<file path="src/caju_pkg.sv">
// package for the cpu addressing and jump unit: operations, modes, carriers, reset values
// assumes one core clock; opcode decoding is done ahead of this block
package caju_pkg;

  // decoded operations; encodings are local to this block
  typedef enum logic [5:0] {
    op_nop = 6'h00,
    op_load_acc = 6'h01,
    op_exchange = 6'h02,
    op_load_mem_imm = 6'h03,
    op_load_ptr_short = 6'h04,
    op_add = 6'h05,
    op_add_carry = 6'h06,
    op_subtract_borrow = 6'h07,
    op_and = 6'h08,
    op_or = 6'h09,
    op_xor = 6'h0a,
    op_increment = 6'h0b,
    op_decrement = 6'h0c,
    op_clear = 6'h0d,
    op_decimal_adjust = 6'h0e,
    op_carry_set_op = 6'h0f,
    op_carry_clear_op = 6'h10,
    op_rotate_right_carry = 6'h11,
    op_rotate_left_carry = 6'h12,
    op_swap_nibbles = 6'h13,
    op_if_equal = 6'h14,
    op_if_not_equal = 6'h15,
    op_if_greater = 6'h16,
    op_if_carry = 6'h17,
    op_if_no_carry = 6'h18,
    op_table_load_accumulator = 6'h19,
    op_short_relative_jump = 6'h1a,
    op_absolute_jump_12 = 6'h1b,
    op_long_absolute_jump = 6'h1c,
    op_table_indirect_jump = 6'h1d,
    op_subroutine_call = 6'h1e,
    op_long_subroutine_call = 6'h1f,
    op_subroutine_exit = 6'h20,
    op_subroutine_exit_skip = 6'h21,
    op_vector_interrupt_select = 6'h22
  } caju_op_t;

  // operand addressing modes
  typedef enum logic [2:0] {
    mode_none = 3'h0,
    mode_direct = 3'h1,
    mode_indirect = 3'h2,
    mode_post_inc = 3'h3,
    mode_post_dec = 3'h4,
    mode_imm = 3'h5
  } caju_mode_t;

  // one decoded instruction; field carries address, displacement or short value
  typedef struct packed {
    caju_op_t op;
    caju_mode_t mode;
    logic ptr_x;
    logic [1:0] len;
    logic [14:0] field;
  } caju_instr_t;

  // data memory request
  typedef struct packed {
    logic rd;
    logic we;
    logic [7:0] addr;
    logic [7:0] wdata;
  } caju_dm_req_t;

  localparam logic [7:0] pc_upper_reset = 8'h00;
  localparam logic [7:0] pc_low_reset = 8'h00;
  localparam logic [7:0] acc_reset = 8'h00;
  localparam logic [7:0] ptr_reset = 8'h00;
  localparam logic [7:0] sp_reset = 8'h6f;
  localparam logic [14:0] rel_bias = 15'h001f;
  localparam logic [3:0] short_imm_upper = 4'h0;
  localparam logic [7:0] ptr_step = 8'h01;
  localparam logic [7:0] frame_bytes = 8'h02;

endpackage

</file>
<file path="src/caju_alu.sv">
// accumulator arithmetic, logic, rotate and test evaluation, purely combinational
// assumes the caller registers the results and owns carry and half carry
`timescale 1ns/1ps
module caju_alu (
  // operation and inputs
  input wire caju_pkg::caju_op_t op,
  input wire logic [7:0] a,
  input wire logic [7:0] m,
  input wire logic c_in,
  input wire logic hc_in,
  input wire logic sub_in,
  // results
  output logic [7:0] res,
  output logic c_out,
  output logic hc_out,
  output logic wr_acc,
  output logic test,
  output logic cond
);
  logic [8:0] sum;
  logic [4:0] low;
  logic [7:0] mb;
  logic [7:0] dc;
  logic dcc;
  logic cin;

  always_comb begin
    // subtract is add of the complement plus carry, so carry set means no borrow
    mb = (op == caju_pkg::op_subtract_borrow) ? ~m : m;
    cin = (op == caju_pkg::op_add) ? 1'b0 : c_in;
    sum = {1'b0, a} + {1'b0, mb} + {8'h00, cin};
    low = {1'b0, a[3:0]} + {1'b0, mb[3:0]} + {4'h0, cin};
    dc = a;
    dcc = c_in;
    if (sub_in) begin
      if (!hc_in) dc = dc - 8'h06;
      if (!c_in) dc = dc - 8'h60;
    end else begin
      if (hc_in || a[3:0] > 4'h9) dc = dc + 8'h06;
      if (c_in || a > 8'h99) begin
        dc = dc + 8'h60;
        dcc = 1'b1;
      end
    end
  end

  always_comb begin
    res = a;
    c_out = c_in;
    hc_out = hc_in;
    wr_acc = 1'b1;
    test = 1'b0;
    cond = 1'b1;
    case (op)
      caju_pkg::op_add: res = sum[7:0];
      caju_pkg::op_add_carry, caju_pkg::op_subtract_borrow: begin
        res = sum[7:0];
        c_out = sum[8];
        hc_out = low[4];
      end
      caju_pkg::op_and: res = a & m;
      caju_pkg::op_or: res = a | m;
      caju_pkg::op_xor: res = a ^ m;
      caju_pkg::op_increment: res = a + 8'h01;
      caju_pkg::op_decrement: res = a - 8'h01;
      caju_pkg::op_clear: res = 8'h00;
      caju_pkg::op_decimal_adjust: begin
        res = dc;
        c_out = dcc;
      end
      caju_pkg::op_carry_set_op: c_out = 1'b1;
      caju_pkg::op_carry_clear_op: c_out = 1'b0;
      caju_pkg::op_rotate_right_carry: begin
        res = {c_in, a[7:1]};
        c_out = a[0];
      end
      caju_pkg::op_rotate_left_carry: begin
        res = {a[6:0], c_in};
        c_out = a[7];
      end
      caju_pkg::op_swap_nibbles: res = {a[3:0], a[7:4]};
      caju_pkg::op_load_acc, caju_pkg::op_exchange,
      caju_pkg::op_table_load_accumulator: res = m;
      caju_pkg::op_if_equal: begin
        wr_acc = 1'b0;
        test = 1'b1;
        cond = (a == m);
      end
      caju_pkg::op_if_not_equal: begin
        wr_acc = 1'b0;
        test = 1'b1;
        cond = (a != m);
      end
      caju_pkg::op_if_greater: begin
        wr_acc = 1'b0;
        test = 1'b1;
        cond = (a > m);
      end
      caju_pkg::op_if_carry: begin
        wr_acc = 1'b0;
        test = 1'b1;
        cond = c_in;
      end
      caju_pkg::op_if_no_carry: begin
        wr_acc = 1'b0;
        test = 1'b1;
        cond = !c_in;
      end
      default: wr_acc = 1'b0;
    endcase
  end
endmodule // caju_alu

</file>
<file path="src/caju_core.sv">
// operand addressing and program flow for the 8-bit accumulator core
// assumes program and data memory answer in the same cycle as a read strobe
`timescale 1ns/1ps
module caju_core (
  // clock and reset
  input wire logic clk,
  input wire logic rst,
  // decoded instruction hand-in
  input wire logic instr_valid,
  input wire caju_pkg::caju_instr_t instr,
  output logic instr_ready,
  output logic done,
  // program memory
  output logic pm_rd,
  output logic [14:0] pm_addr,
  input wire logic [7:0] pm_rdata,
  // data memory
  output caju_pkg::caju_dm_req_t dm_req,
  input wire logic [7:0] dm_rdata,
  // visible state
  output logic [7:0] acc,
  output logic carry,
  output logic half_carry,
  output logic [7:0] first_pointer_reg,
  output logic [7:0] second_pointer_reg,
  output logic [7:0] stack_ptr,
  output logic [7:0] pc_upper_byte,
  output logic [7:0] pc_low_byte,
  output logic skip_pending
);
  typedef enum logic [1:0] {
    st_idle = 2'b00,
    st_rd1 = 2'b01,
    st_rd2 = 2'b11,
    st_wr2 = 2'b10
  } caju_state_t;

  caju_state_t state, next_state;
  caju_pkg::caju_instr_t cur, ins;
  caju_pkg::caju_op_t op;
  logic take, skipping, now, needs_rd, is_call, is_pop, is_vec, src_pm;
  logic go_rd, go_call, go_quick, at1, at2, atw, src_pm_q, last_sub, ptr_mod;
  logic alu_c, alu_hc, alu_wr, alu_test, alu_cond;
  logic [14:0] pc15, link_addr, next_pc, pm_opnd_addr;
  logic [7:0] sel_ptr, dm_opnd_addr, opnd, hi_byte, alu_res, step;
  logic [5:0] in_disp;
  logic [11:0] in_f12;
  logic [14:0] in_f15;

  // the instruction is taken from the port while idle and from its copy afterwards
  assign ins = (state == st_idle) ? instr : cur;
  assign op = ins.op;
  assign pc15 = {pc_upper_byte[6:0], pc_low_byte};
  assign link_addr = pc15 + {13'h0000, ins.len};
  assign sel_ptr = ins.ptr_x ? second_pointer_reg : first_pointer_reg;
  assign is_call = (op == caju_pkg::op_subroutine_call) ||
                   (op == caju_pkg::op_long_subroutine_call);
  assign is_pop = (op == caju_pkg::op_subroutine_exit) ||
                  (op == caju_pkg::op_subroutine_exit_skip);
  assign is_vec = (op == caju_pkg::op_vector_interrupt_select);
  assign src_pm = (ins.mode == caju_pkg::mode_imm) || is_vec ||
                  (op == caju_pkg::op_load_mem_imm) ||
                  (op == caju_pkg::op_table_load_accumulator) ||
                  (op == caju_pkg::op_table_indirect_jump);
  assign needs_rd = src_pm || is_pop || (ins.mode != caju_pkg::mode_none);
  assign take = instr_valid && instr_ready;
  assign skipping = take && skip_pending;
  assign now = take && !skip_pending;
  assign go_rd = now && needs_rd;
  assign go_call = now && is_call && !needs_rd;
  assign go_quick = now && !needs_rd && !is_call;
  assign at1 = (state == st_rd1);
  assign at2 = (state == st_rd2);
  assign atw = (state == st_wr2);
  assign opnd = src_pm_q ? pm_rdata : dm_rdata;
  assign ptr_mod = (ins.mode == caju_pkg::mode_post_inc) ||
                   (ins.mode == caju_pkg::mode_post_dec);
  assign step = (ins.mode == caju_pkg::mode_post_dec) ? ~caju_pkg::ptr_step + 8'h01 :
                caju_pkg::ptr_step;
  assign in_disp = instr.field[5:0];
  assign in_f12 = instr.field[11:0];
  assign in_f15 = instr.field;
  // direct address or the selected pointer
  assign dm_opnd_addr = (ins.mode == caju_pkg::mode_direct) ? ins.field[7:0] : sel_ptr;

  always_comb begin
    if (is_vec) begin
      pm_opnd_addr = ins.field;
    end else if ((op == caju_pkg::op_table_load_accumulator) ||
                 (op == caju_pkg::op_table_indirect_jump)) begin
      // accumulator stands in for the low pc byte only on the address bus
      pm_opnd_addr = {pc_upper_byte[6:0], acc};
    end else begin
      pm_opnd_addr = pc15 + 15'h0001;
    end
  end

  caju_alu u_alu (
    .op(op),
    .a(acc),
    .m(opnd),
    .c_in(carry),
    .hc_in(half_carry),
    .sub_in(last_sub),
    .res(alu_res),
    .c_out(alu_c),
    .hc_out(alu_hc),
    .wr_acc(alu_wr),
    .test(alu_test),
    .cond(alu_cond)
  );

  always_comb begin
    next_pc = pc15;
    if (skipping) begin
      next_pc = link_addr;
    end else if (go_quick) begin
      case (op)
        caju_pkg::op_short_relative_jump:
          next_pc = pc15 + {9'h000, ins.field[5:0]} - caju_pkg::rel_bias;
        caju_pkg::op_absolute_jump_12: next_pc = {pc15[14:12], ins.field[11:0]};
        caju_pkg::op_long_absolute_jump: next_pc = ins.field;
        default: next_pc = link_addr;
      endcase
    end else if (at1) begin
      if (op == caju_pkg::op_table_indirect_jump) begin
        next_pc = {pc15[14:8], opnd};
      end else if (!is_vec && !is_pop) begin
        // low pc byte was never overwritten, so the table read resumes in line
        next_pc = link_addr;
      end
    end else if (at2) begin
      next_pc = {hi_byte[6:0], opnd};
    end else if (atw) begin
      if (op == caju_pkg::op_long_subroutine_call) begin
        next_pc = ins.field;
      end else begin
        next_pc = {pc15[14:12], ins.field[11:0]};
      end
    end
  end

  always_comb begin
    case (state)
      st_idle: next_state = go_rd ? st_rd1 : (go_call ? st_wr2 : st_idle);
      st_rd1: next_state = (is_vec || is_pop) ? st_rd2 : st_idle;
      st_rd2: next_state = st_idle;
      st_wr2: next_state = st_idle;
      default: next_state = st_idle;
    endcase
  end

  // sequencing and hand-in
  always_ff @(posedge clk or posedge rst) begin
    if (rst) begin
      state <= st_idle;
      instr_ready <= 1'b0;
      done <= 1'b0;
      cur <= '0;
      src_pm_q <= 1'b0;
    end else begin
      state <= next_state;
      instr_ready <= (next_state == st_idle);
      done <= skipping || go_quick || (at1 && next_state == st_idle) || at2 || atw;
      if (take) begin
        cur <= instr;
        src_pm_q <= src_pm;
      end
    end
  end

  // program counter
  always_ff @(posedge clk or posedge rst) begin
    if (rst) begin
      pc_upper_byte <= caju_pkg::pc_upper_reset;
      pc_low_byte <= caju_pkg::pc_low_reset;
    end else begin
      pc_upper_byte <= {1'b0, next_pc[14:8]};
      pc_low_byte <= next_pc[7:0];
    end
  end

  // accumulator and flags
  always_ff @(posedge clk or posedge rst) begin
    if (rst) begin
      acc <= caju_pkg::acc_reset;
      carry <= 1'b0;
      half_carry <= 1'b0;
      last_sub <= 1'b0;
    end else if (go_quick || at1) begin
      if (alu_wr) acc <= alu_res;
      carry <= alu_c;
      half_carry <= alu_hc;
      // decimal adjust needs to know whether the last carry op was a subtract
      if ((op == caju_pkg::op_add_carry) || (op == caju_pkg::op_subtract_borrow)) begin
        last_sub <= (op == caju_pkg::op_subtract_borrow);
      end
    end
  end

  // skip of the following instruction
  always_ff @(posedge clk or posedge rst) begin
    if (rst) begin
      skip_pending <= 1'b0;
    end else if (skipping) begin
      skip_pending <= 1'b0;
    end else if ((go_quick || at1) && alu_test) begin
      skip_pending <= !alu_cond;
    end else if (at2 && op == caju_pkg::op_subroutine_exit_skip) begin
      skip_pending <= 1'b1;
    end
  end

  // pointer registers; steps wrap and leave the flags alone
  always_ff @(posedge clk or posedge rst) begin
    if (rst) begin
      first_pointer_reg <= caju_pkg::ptr_reset;
      second_pointer_reg <= caju_pkg::ptr_reset;
    end else if (go_quick && op == caju_pkg::op_load_ptr_short) begin
      first_pointer_reg <= {caju_pkg::short_imm_upper, ins.field[3:0]};
    end else if (at1 && ptr_mod) begin
      if (ins.ptr_x) begin
        second_pointer_reg <= second_pointer_reg + step;
      end else begin
        first_pointer_reg <= first_pointer_reg + step;
      end
    end
  end

  // stack pointer and saved high byte
  always_ff @(posedge clk or posedge rst) begin
    if (rst) begin
      stack_ptr <= caju_pkg::sp_reset;
      hi_byte <= 8'h00;
    end else begin
      if (at1) hi_byte <= opnd;
      if (atw) begin
        stack_ptr <= stack_ptr - caju_pkg::frame_bytes;
      end else if (at2 && is_pop) begin
        stack_ptr <= stack_ptr + caju_pkg::frame_bytes;
      end
    end
  end

  // memory strobes; each strobe lasts one cycle
  always_ff @(posedge clk or posedge rst) begin
    if (rst) begin
      pm_rd <= 1'b0;
      pm_addr <= 15'h0000;
      dm_req <= '0;
    end else begin
      pm_rd <= 1'b0;
      dm_req.rd <= 1'b0;
      dm_req.we <= 1'b0;
      if (go_rd && src_pm) begin
        pm_rd <= 1'b1;
        pm_addr <= pm_opnd_addr;
      end else if (go_rd) begin
        dm_req.rd <= 1'b1;
        dm_req.addr <= is_pop ? stack_ptr + 8'h01 : dm_opnd_addr;
      end else if (go_call) begin
        // low byte first, so a return reads high then low going upward
        dm_req.we <= 1'b1;
        dm_req.addr <= stack_ptr;
        dm_req.wdata <= link_addr[7:0];
      end else if (atw) begin
        dm_req.we <= 1'b1;
        dm_req.addr <= stack_ptr - 8'h01;
        dm_req.wdata <= {1'b0, link_addr[14:8]};
      end else if (at1) begin
        case (op)
          caju_pkg::op_exchange: begin
            dm_req.we <= 1'b1;
            dm_req.wdata <= acc;
          end
          caju_pkg::op_load_mem_imm: begin
            dm_req.we <= 1'b1;
            dm_req.addr <= dm_opnd_addr;
            dm_req.wdata <= opnd;
          end
          caju_pkg::op_vector_interrupt_select: begin
            pm_rd <= 1'b1;
            pm_addr <= pm_addr + 15'h0001;
          end
          caju_pkg::op_subroutine_exit, caju_pkg::op_subroutine_exit_skip: begin
            dm_req.rd <= 1'b1;
            dm_req.addr <= stack_ptr + caju_pkg::frame_bytes;
          end
          default: ;
        endcase
      end
    end
  end
endmodule // caju_core

</file>
<file path="config.mk">
export PLATFORM = sky130hd
export DESIGN_NAME = caju_core
export DESIGN_NICKNAME = d
export VERILOG_FILES = /design/src/caju_pkg.sv /design/src/caju_alu.sv /design/src/caju_core.sv
export SDC_FILE = /design/constraint.sdc
export NUM_CORES = 1
export LEC_CHECK = 0
export BUFFER_PORTS_ARGS = -buffer_cell sky130_fd_sc_hd__buf_2
export CORE_ASPECT_RATIO = 1.75
export CORE_MARGIN = 4
export CORE_UTILIZATION = 50
export CTS_CLUSTER_DIAMETER = 150
export DETAILED_ROUTE_END_ITERATION = 10
export PLACE_DENSITY = 0.78
export SKIP_LAST_GASP = 1
export SLEW_MARGIN = 20
export SYNTH_ARGS = -nofsm -noshare
export SYNTH_HDL_FRONTEND = slang
export SYNTH_HIERARCHICAL = 1
export SYNTH_SLANG_ARGS = --single-unit
</file>
<file path="constraint.sdc">
create_clock -name clk -period 10.85 [get_ports clk]
set_input_delay 2.17 -clock clk [delete_from_list [all_inputs] [get_ports clk]]
set_output_delay 2.17 -clock clk [all_outputs]
set_load 0.05 [all_outputs]
</file>
-- After elaboration in Yosys (flattened, before gate mapping)
Cells that the tools add are included.
- flip-flop bits (word level): 124
- input port bits: 46
- output and inout port bits: 87
- word-level logic and storage cells: 260
- add/sub/neg operators: 21
- $lt $le $gt $ge: 3
- equal/unequal tests: 53
- mux-type cells: 71
- bitwise logic cells: 7
- reduce and logical (&&, ||, !) cells: 78
- operators by type and width (kind ; count):
    $mux W15 ; 16
    $mux W8 ; 20
    $eq A6 B5 Y1 const B ; 16
    $pmux W8 S12 ; 1
    $eq A6 B4 Y1 const B ; 8
    $pmux W15 S3 ; 1
    $mux W18 ; 2
    $mux W17 ; 2
    $pmux W8 S2 ; 2
    $add A15 B1 Y15 const B ; 2
    $mux W27 ; 1
    $eq A6 B3 Y1 const B ; 4
    $mux W1 ; 20
    $logic_or A1 B1 Y1 ; 19
    $eq A6 B6 Y1 const B ; 3
    $reduce_or A18 Y1 ; 1
    $add A8 B1 Y8 const B ; 2
    $add A8 B8 Y8 ; 2
    $logic_and A1 B1 Y1 ; 16
    $sub A8 B1 Y8 const B ; 2
    $add A15 B2 Y15 ; 1
    $add A15 B6 Y15 ; 1
    $reduce_bool A5 Y1 ; 3
    $sub A15 B5 Y15 const B ; 1
    51 further kinds ; 87

-- Longest topological paths before layout
- depth in word-level cells: 19
- depth in mapped cells: 23
- depth with buffers taken out: 17

-- Modules after synthesis
Netlist, hierarchy kept.
- modules (own cells, without submodules) (module ; times used ; cells each ; area each (um^2) ; sequential area each (um^2)):
    caju_core ; 1 ; 1076 ; 9386.5 ; 3084.2
    caju_alu ; 1 ; 377 ; 2702.6 ; 0.0

-- Worst setup path after synthesis
Ideal clock, no wire load.
- path type: input to register
- start point: input port instr[25] (netlist bit)
- end point: register acc[6]
- library setup time: 125 ps
- arrival time: 5482 ps
- required time: 10725 ps
- slack: 5243 ps
- stages on the path: 16
- buffers on the path: 2
- path through: mux2_2 buf_6 nor4b_2 and3_1 buf_2 xnor2_1 fa_1 inv_1 fa_1 nor2b_1 o21ai_0 a21o_1 a21oi_1 nor3b_1 o32a_1 mux2_2
- elaborated cells on any way between the ends: 50
- those cells by class: 2 x add/sub; 25 x eq/ne; 5 x mux; 18 x reduce/logical
- RTL lines (what ; line ; RTL):
    from (decl) ; caju_core.sv:10 ; input wire caju_pkg::caju_instr_t instr,
    $mux W27 (*) ; caju_core.sv:51 ; assign ins = (state == st_idle) ? instr : cur;
    $eq A6 B3 Y1 ; caju_alu.sv:29, caju_alu.sv:54 ;
    $mux W8 ; caju_alu.sv:29 ; mb = (op == caju_pkg::op_subtract_borrow) ? ~m : m;
    $add A8 B8 Y9 ; caju_alu.sv:31 ; sum = {1'b0, a} + {1'b0, mb} + {8'h00, cin};
    $add A9 B1 Y9 ; caju_alu.sv:31 ;
    $pmux W8 S12 (*) ; caju_alu.sv:54 ; case (op)
    via alu_res[6] ; caju_core.sv:45 ; logic [7:0] sel_ptr, dm_opnd_addr, opnd, hi_byte, alu_res, step;
    to (signal assigned) ; caju_core.sv:186 ; acc <= caju_pkg::acc_reset;
    to (signal assigned) ; caju_core.sv:191 ; if (alu_wr) acc <= alu_res;
    to (decl) ; caju_core.sv:21 ; output logic [7:0] acc,
The timed path passes the listed nets; every way through them passes the cells marked *.
A chain may end at the register's enable or synchronous reset.

==> run summary <==
STATUS
------------------------------------------------------------------------------------------
Outcome ..................................................................... finished, final reports clean

PLACED DESIGN
------------------------------------------------------------------------------------------
Hpwl dp .....................................................................      31.8 mm
Quantity of I/O buffers inserted on ports ...................................          130
RePlAce Congestion ..........................................................         1.02

LAYOUT
------------------------------------------------------------------------------------------
Register name with the most flops ...........................................          cur
Syn-to-layout area delta ....................................................        10.8%
Net total in the final layout ...............................................         1677
Ant. Diodes .................................................................            0
Number of flip-flops under the largest register name ........................           27
Share of cells above drive strength 1 .......................................        0.187
Top Registers ............................................................... cur x27, dm_req x18, pm_addr x15

ROUTING
------------------------------------------------------------------------------------------
Number of routed nets with antenna violations ...............................            0
Detailed-route wire length per cell .........................................      22.7 um
DRC marker count from the first detailed-route iteration ....................         1095
Via count normalized by instance count ......................................         6.47
First-pass detailed-route iteration total ...................................            9
Final routed wirelength across all metal layers .............................      42.2 mm
Routed vias .................................................................        12000
Number of design rule violations left after detail routing ..................            0

CLOCK TREE
------------------------------------------------------------------------------------------
Number of buffers added by the clock tree synthesis step ....................           17
Clock Path Buffers ..........................................................            2
Number of gates given a new drive strength after cts ........................            0
Setup Fix Bufs, Post-CTS ....................................................            0
Hold Buf Count CTS ..........................................................            0
Worst-skew pair later-pin latency ...........................................       450 ps
Number of levels the H-tree was split into ..................................            4
Clock Pin Slew Worst Setup and Hold Paths ...................................        60 ps
Clock sink total ............................................................          123
Root Buffer ................................................................. sky130_fd_sc_hd__clkbuf_16
CTS tree ....................................................................         done

LOGIC SYNTHESIS
------------------------------------------------------------------------------------------
Synth Area per Inst .........................................................   8.32 sq um
Synthesized-area fraction occupied by ao, oa, aoi and oai cells .............        0.240
Count of different cell masters after synthesis .............................           99
Post-synthesis mux area share ...............................................       0.0927
Flip-flop and latch count after synthesis ...................................          123
Most frequently used flop master after synthesis ............................ sky130_fd_sc_hd__dfrtp_1
Share of synthesized flip-flops with an asynchronous set or reset ...........         1.00
Number of warnings printed during yosys synthesis ...........................            6
Top cells by count, synth ................................................... sky130_fd_sc_hd__nor2_1 (127), sky130_fd_sc_hd__dfrtp_1 (118), sky130_fd_sc_hd__nand2_1 (116)
Share of synthesized cell area in full adder, half adder and majority cells .        0.104
Synth Area in XOR/XNOR ......................................................       0.0723
Area share of the largest cell type after synthesis .........................        0.244
Synthesized net count .......................................................         1595
Top area cells in the synthesized netlist ................................... sky130_fd_sc_hd__dfrtp_1 (24%), sky130_fd_sc_hd__ha_1 (9.2%), sky130_fd_sc_hd__mux2_2 (5.4%)
Simple-Gate Fraction of Synth Area ..........................................        0.173
Sequential fraction of the synthesis area ...................................        0.255
Number of flops mapped to enable cells by yosys .............................            0
Dominant combinational cell family by area after synthesis .................. compound AO/OA/AOI/OAI gates
Synthesized instance count ..................................................         1453
Most frequently used cell type in the post-synthesis netlist ................ sky130_fd_sc_hd__nor2_1
Post-synth top area cell .................................................... sky130_fd_sc_hd__dfrtp_1
Syn Std Cell Area ...........................................................  12100 sq um

DIE
------------------------------------------------------------------------------------------
Number of top-level pins ....................................................          133
Die outline area ............................................................  26800 sq um
Chip Height .................................................................       214 um
Placeable core area .........................................................  23900 sq um
Initial Util ................................................................        0.505
Die extent in x .............................................................       126 um
Cell row count ..............................................................           75

STA
------------------------------------------------------------------------------------------
Setup repair after global routing missed its margin .........................           no
Final period demand of the worst path .......................................      6400 ps
Rel. slew slack .............................................................        0.240
Number of setup violations in the final report ..............................            0
Worst hold margin ...........................................................       482 ps
Top achievable clock speed ..................................................      156 MHz
Slew at the pin with the worst max-slew slack ...............................      1110 ps
Final total negative setup slack ............................................         0 ps
Final worst-path cycle share ................................................        0.590
Final Slew Violations .......................................................            0
Final Hold Fails ............................................................            0
Worst clock skew ............................................................      8.27 ps

CRITICAL PATH
------------------------------------------------------------------------------------------
Critical Path AT ............................................................      6740 ps
Critical Path Start Type ....................................................   input port
Start-to-end type of the worst setup path ...................................    in -> reg
Data required time at the worst endpoint ....................................     11190 ps
CP endpoint kind ............................................................         flop
Peak fanout along the critical path .........................................           17

PWR
------------------------------------------------------------------------------------------
Worst VDD drop ..............................................................       211 uV
Power Density ...............................................................  333 nW/um^2
Leak Pwr ....................................................................   0.00608 uW

GRT
------------------------------------------------------------------------------------------
First-pass GRT wire length ..................................................      65.0 mm
Number of antenna violations at the first check in global routing ...........            0
Number of global-route vias before repair ...................................        11600
Pin count of the biggest net entering global routing ........................           73
Overflow left after global routing ..........................................            0
Total global-route track usage ..............................................        0.310

FLOW RUN
------------------------------------------------------------------------------------------
Max-Cap Viols ...............................................................            0

MIN PATH
------------------------------------------------------------------------------------------
Worst min-delay path class ..................................................   reg -> reg

==> logic make-up (layout without fill, tap and decap cells) <==
family | after synthesis | count (layout)
muxes | 103 | 103
other | 2 | 2
AOI/OAI and AO/OA | 438 | 438
and+or+nand+nor | 425 | 425
adders and majority gates | 96 | 96
xor gates and xnor gates | 99 | 99
DFF | 123 | 123
buffers and inverters | 167 | 262
==> per-layer routing <==
metal / GRT usage / up-vias / wire (um)
li1: - / 5459 / -
met5: 0 / - / 0
met4: 0.234 / 0 / 3450
met1: 0.328 / 5717 / 15000
met3: 0.0503 / 213 / 2500
met2: 0.550 / 611 / 21200
==> final timing paths <==
| check | start | endpoint | slack, ps | depth (start not counted) |
|---|---|---|---|---|
| worst max register to register | state[0] | acc[7] | 4970 | 16 |
| worst min register to register | dm_req[8] | dm_req[8] | 480 | 1 |
| max in group asynchronous | rst | pc_upper_byte[3] | 7490 | 4 |
| worst min-delay path | dm_req[8] | dm_req[8] | 480 | 1 |
| min in group asynchronous | rst | dm_req[17] | 1580 | 2 |
| worst max-delay path | instr[23] | acc[7] | 4450 | 14 |
==> power by group <==
group	switching (uW)	leakage, uW	total, uW	internal, uW
Combinational	1930	0.00430	2960	1030
Sequential	293	0.00150	932	640
Clock	244	0.000277	562	318
Total	2470	0.00608	4460	1990
==> area by class of cell <==
class / count / area [sq um]
Fill cell: 2192 / 10500
Multi-Input combinational cell: 1163 / 8260
Sequential cell: 123 / 3080
Timing Repair Buffer: 150 / 801
Clock buffer: 17 / 425
Tap cell: 308 / 385
Inverter: 80 / 303
Clock inverter: 15 / 138
==> cells in the final DEF, fill, tap and decap left out, drive strengths merged, types with 59 or more instances in the layout <==
| cell type | n |
|---|---|
| xnor2 | 61 |
| dfrtp | 118 |
| o21ai | 105 |
| nor2 | 130 |
| buf | 150 |
| a21oi | 104 |
| mux2 | 59 |
| ha | 89 |
| nand2 | 116 |
| inv | 86 |
==> critical path, stage by stage <==
cell and delay, ps:
sky130_fd_sc_hd__buf_2 130, sky130_fd_sc_hd__mux2i_1 690, sky130_fd_sc_hd__inv_1 470, sky130_fd_sc_hd__nor4b_2 340, sky130_fd_sc_hd__and3_1 360, sky130_fd_sc_hd__xnor2_1 200, sky130_fd_sc_hd__fa_1 440, sky130_fd_sc_hd__a21oi_1 220
sky130_fd_sc_hd__nor2_1 80, sky130_fd_sc_hd__a2111oi_0 840, sky130_fd_sc_hd__a21oi_1 190, sky130_fd_sc_hd__xnor2_1 170, sky130_fd_sc_hd__o221ai_1 120, sky130_fd_sc_hd__mux2_2 290
==> stage by stage <==
stage          worst slack [ps]  instances  instance area, sq um  utilization  power (uW)
2_1_floorplan              5240       1453                 12100            -        3070
6_report                   4450       1856                 13400        0.560        4460
5_1_grt                    4070       1856                 13400        0.560        4720
3_3_place_gp               4140       1824                 12800        0.536        3760
3_5_place_dp               4000       1824                 12800        0.536        3820
4_1_cts                    4490       1856                 13400        0.560        4400
No activity file was read; power rests on OpenSTA's default activity.
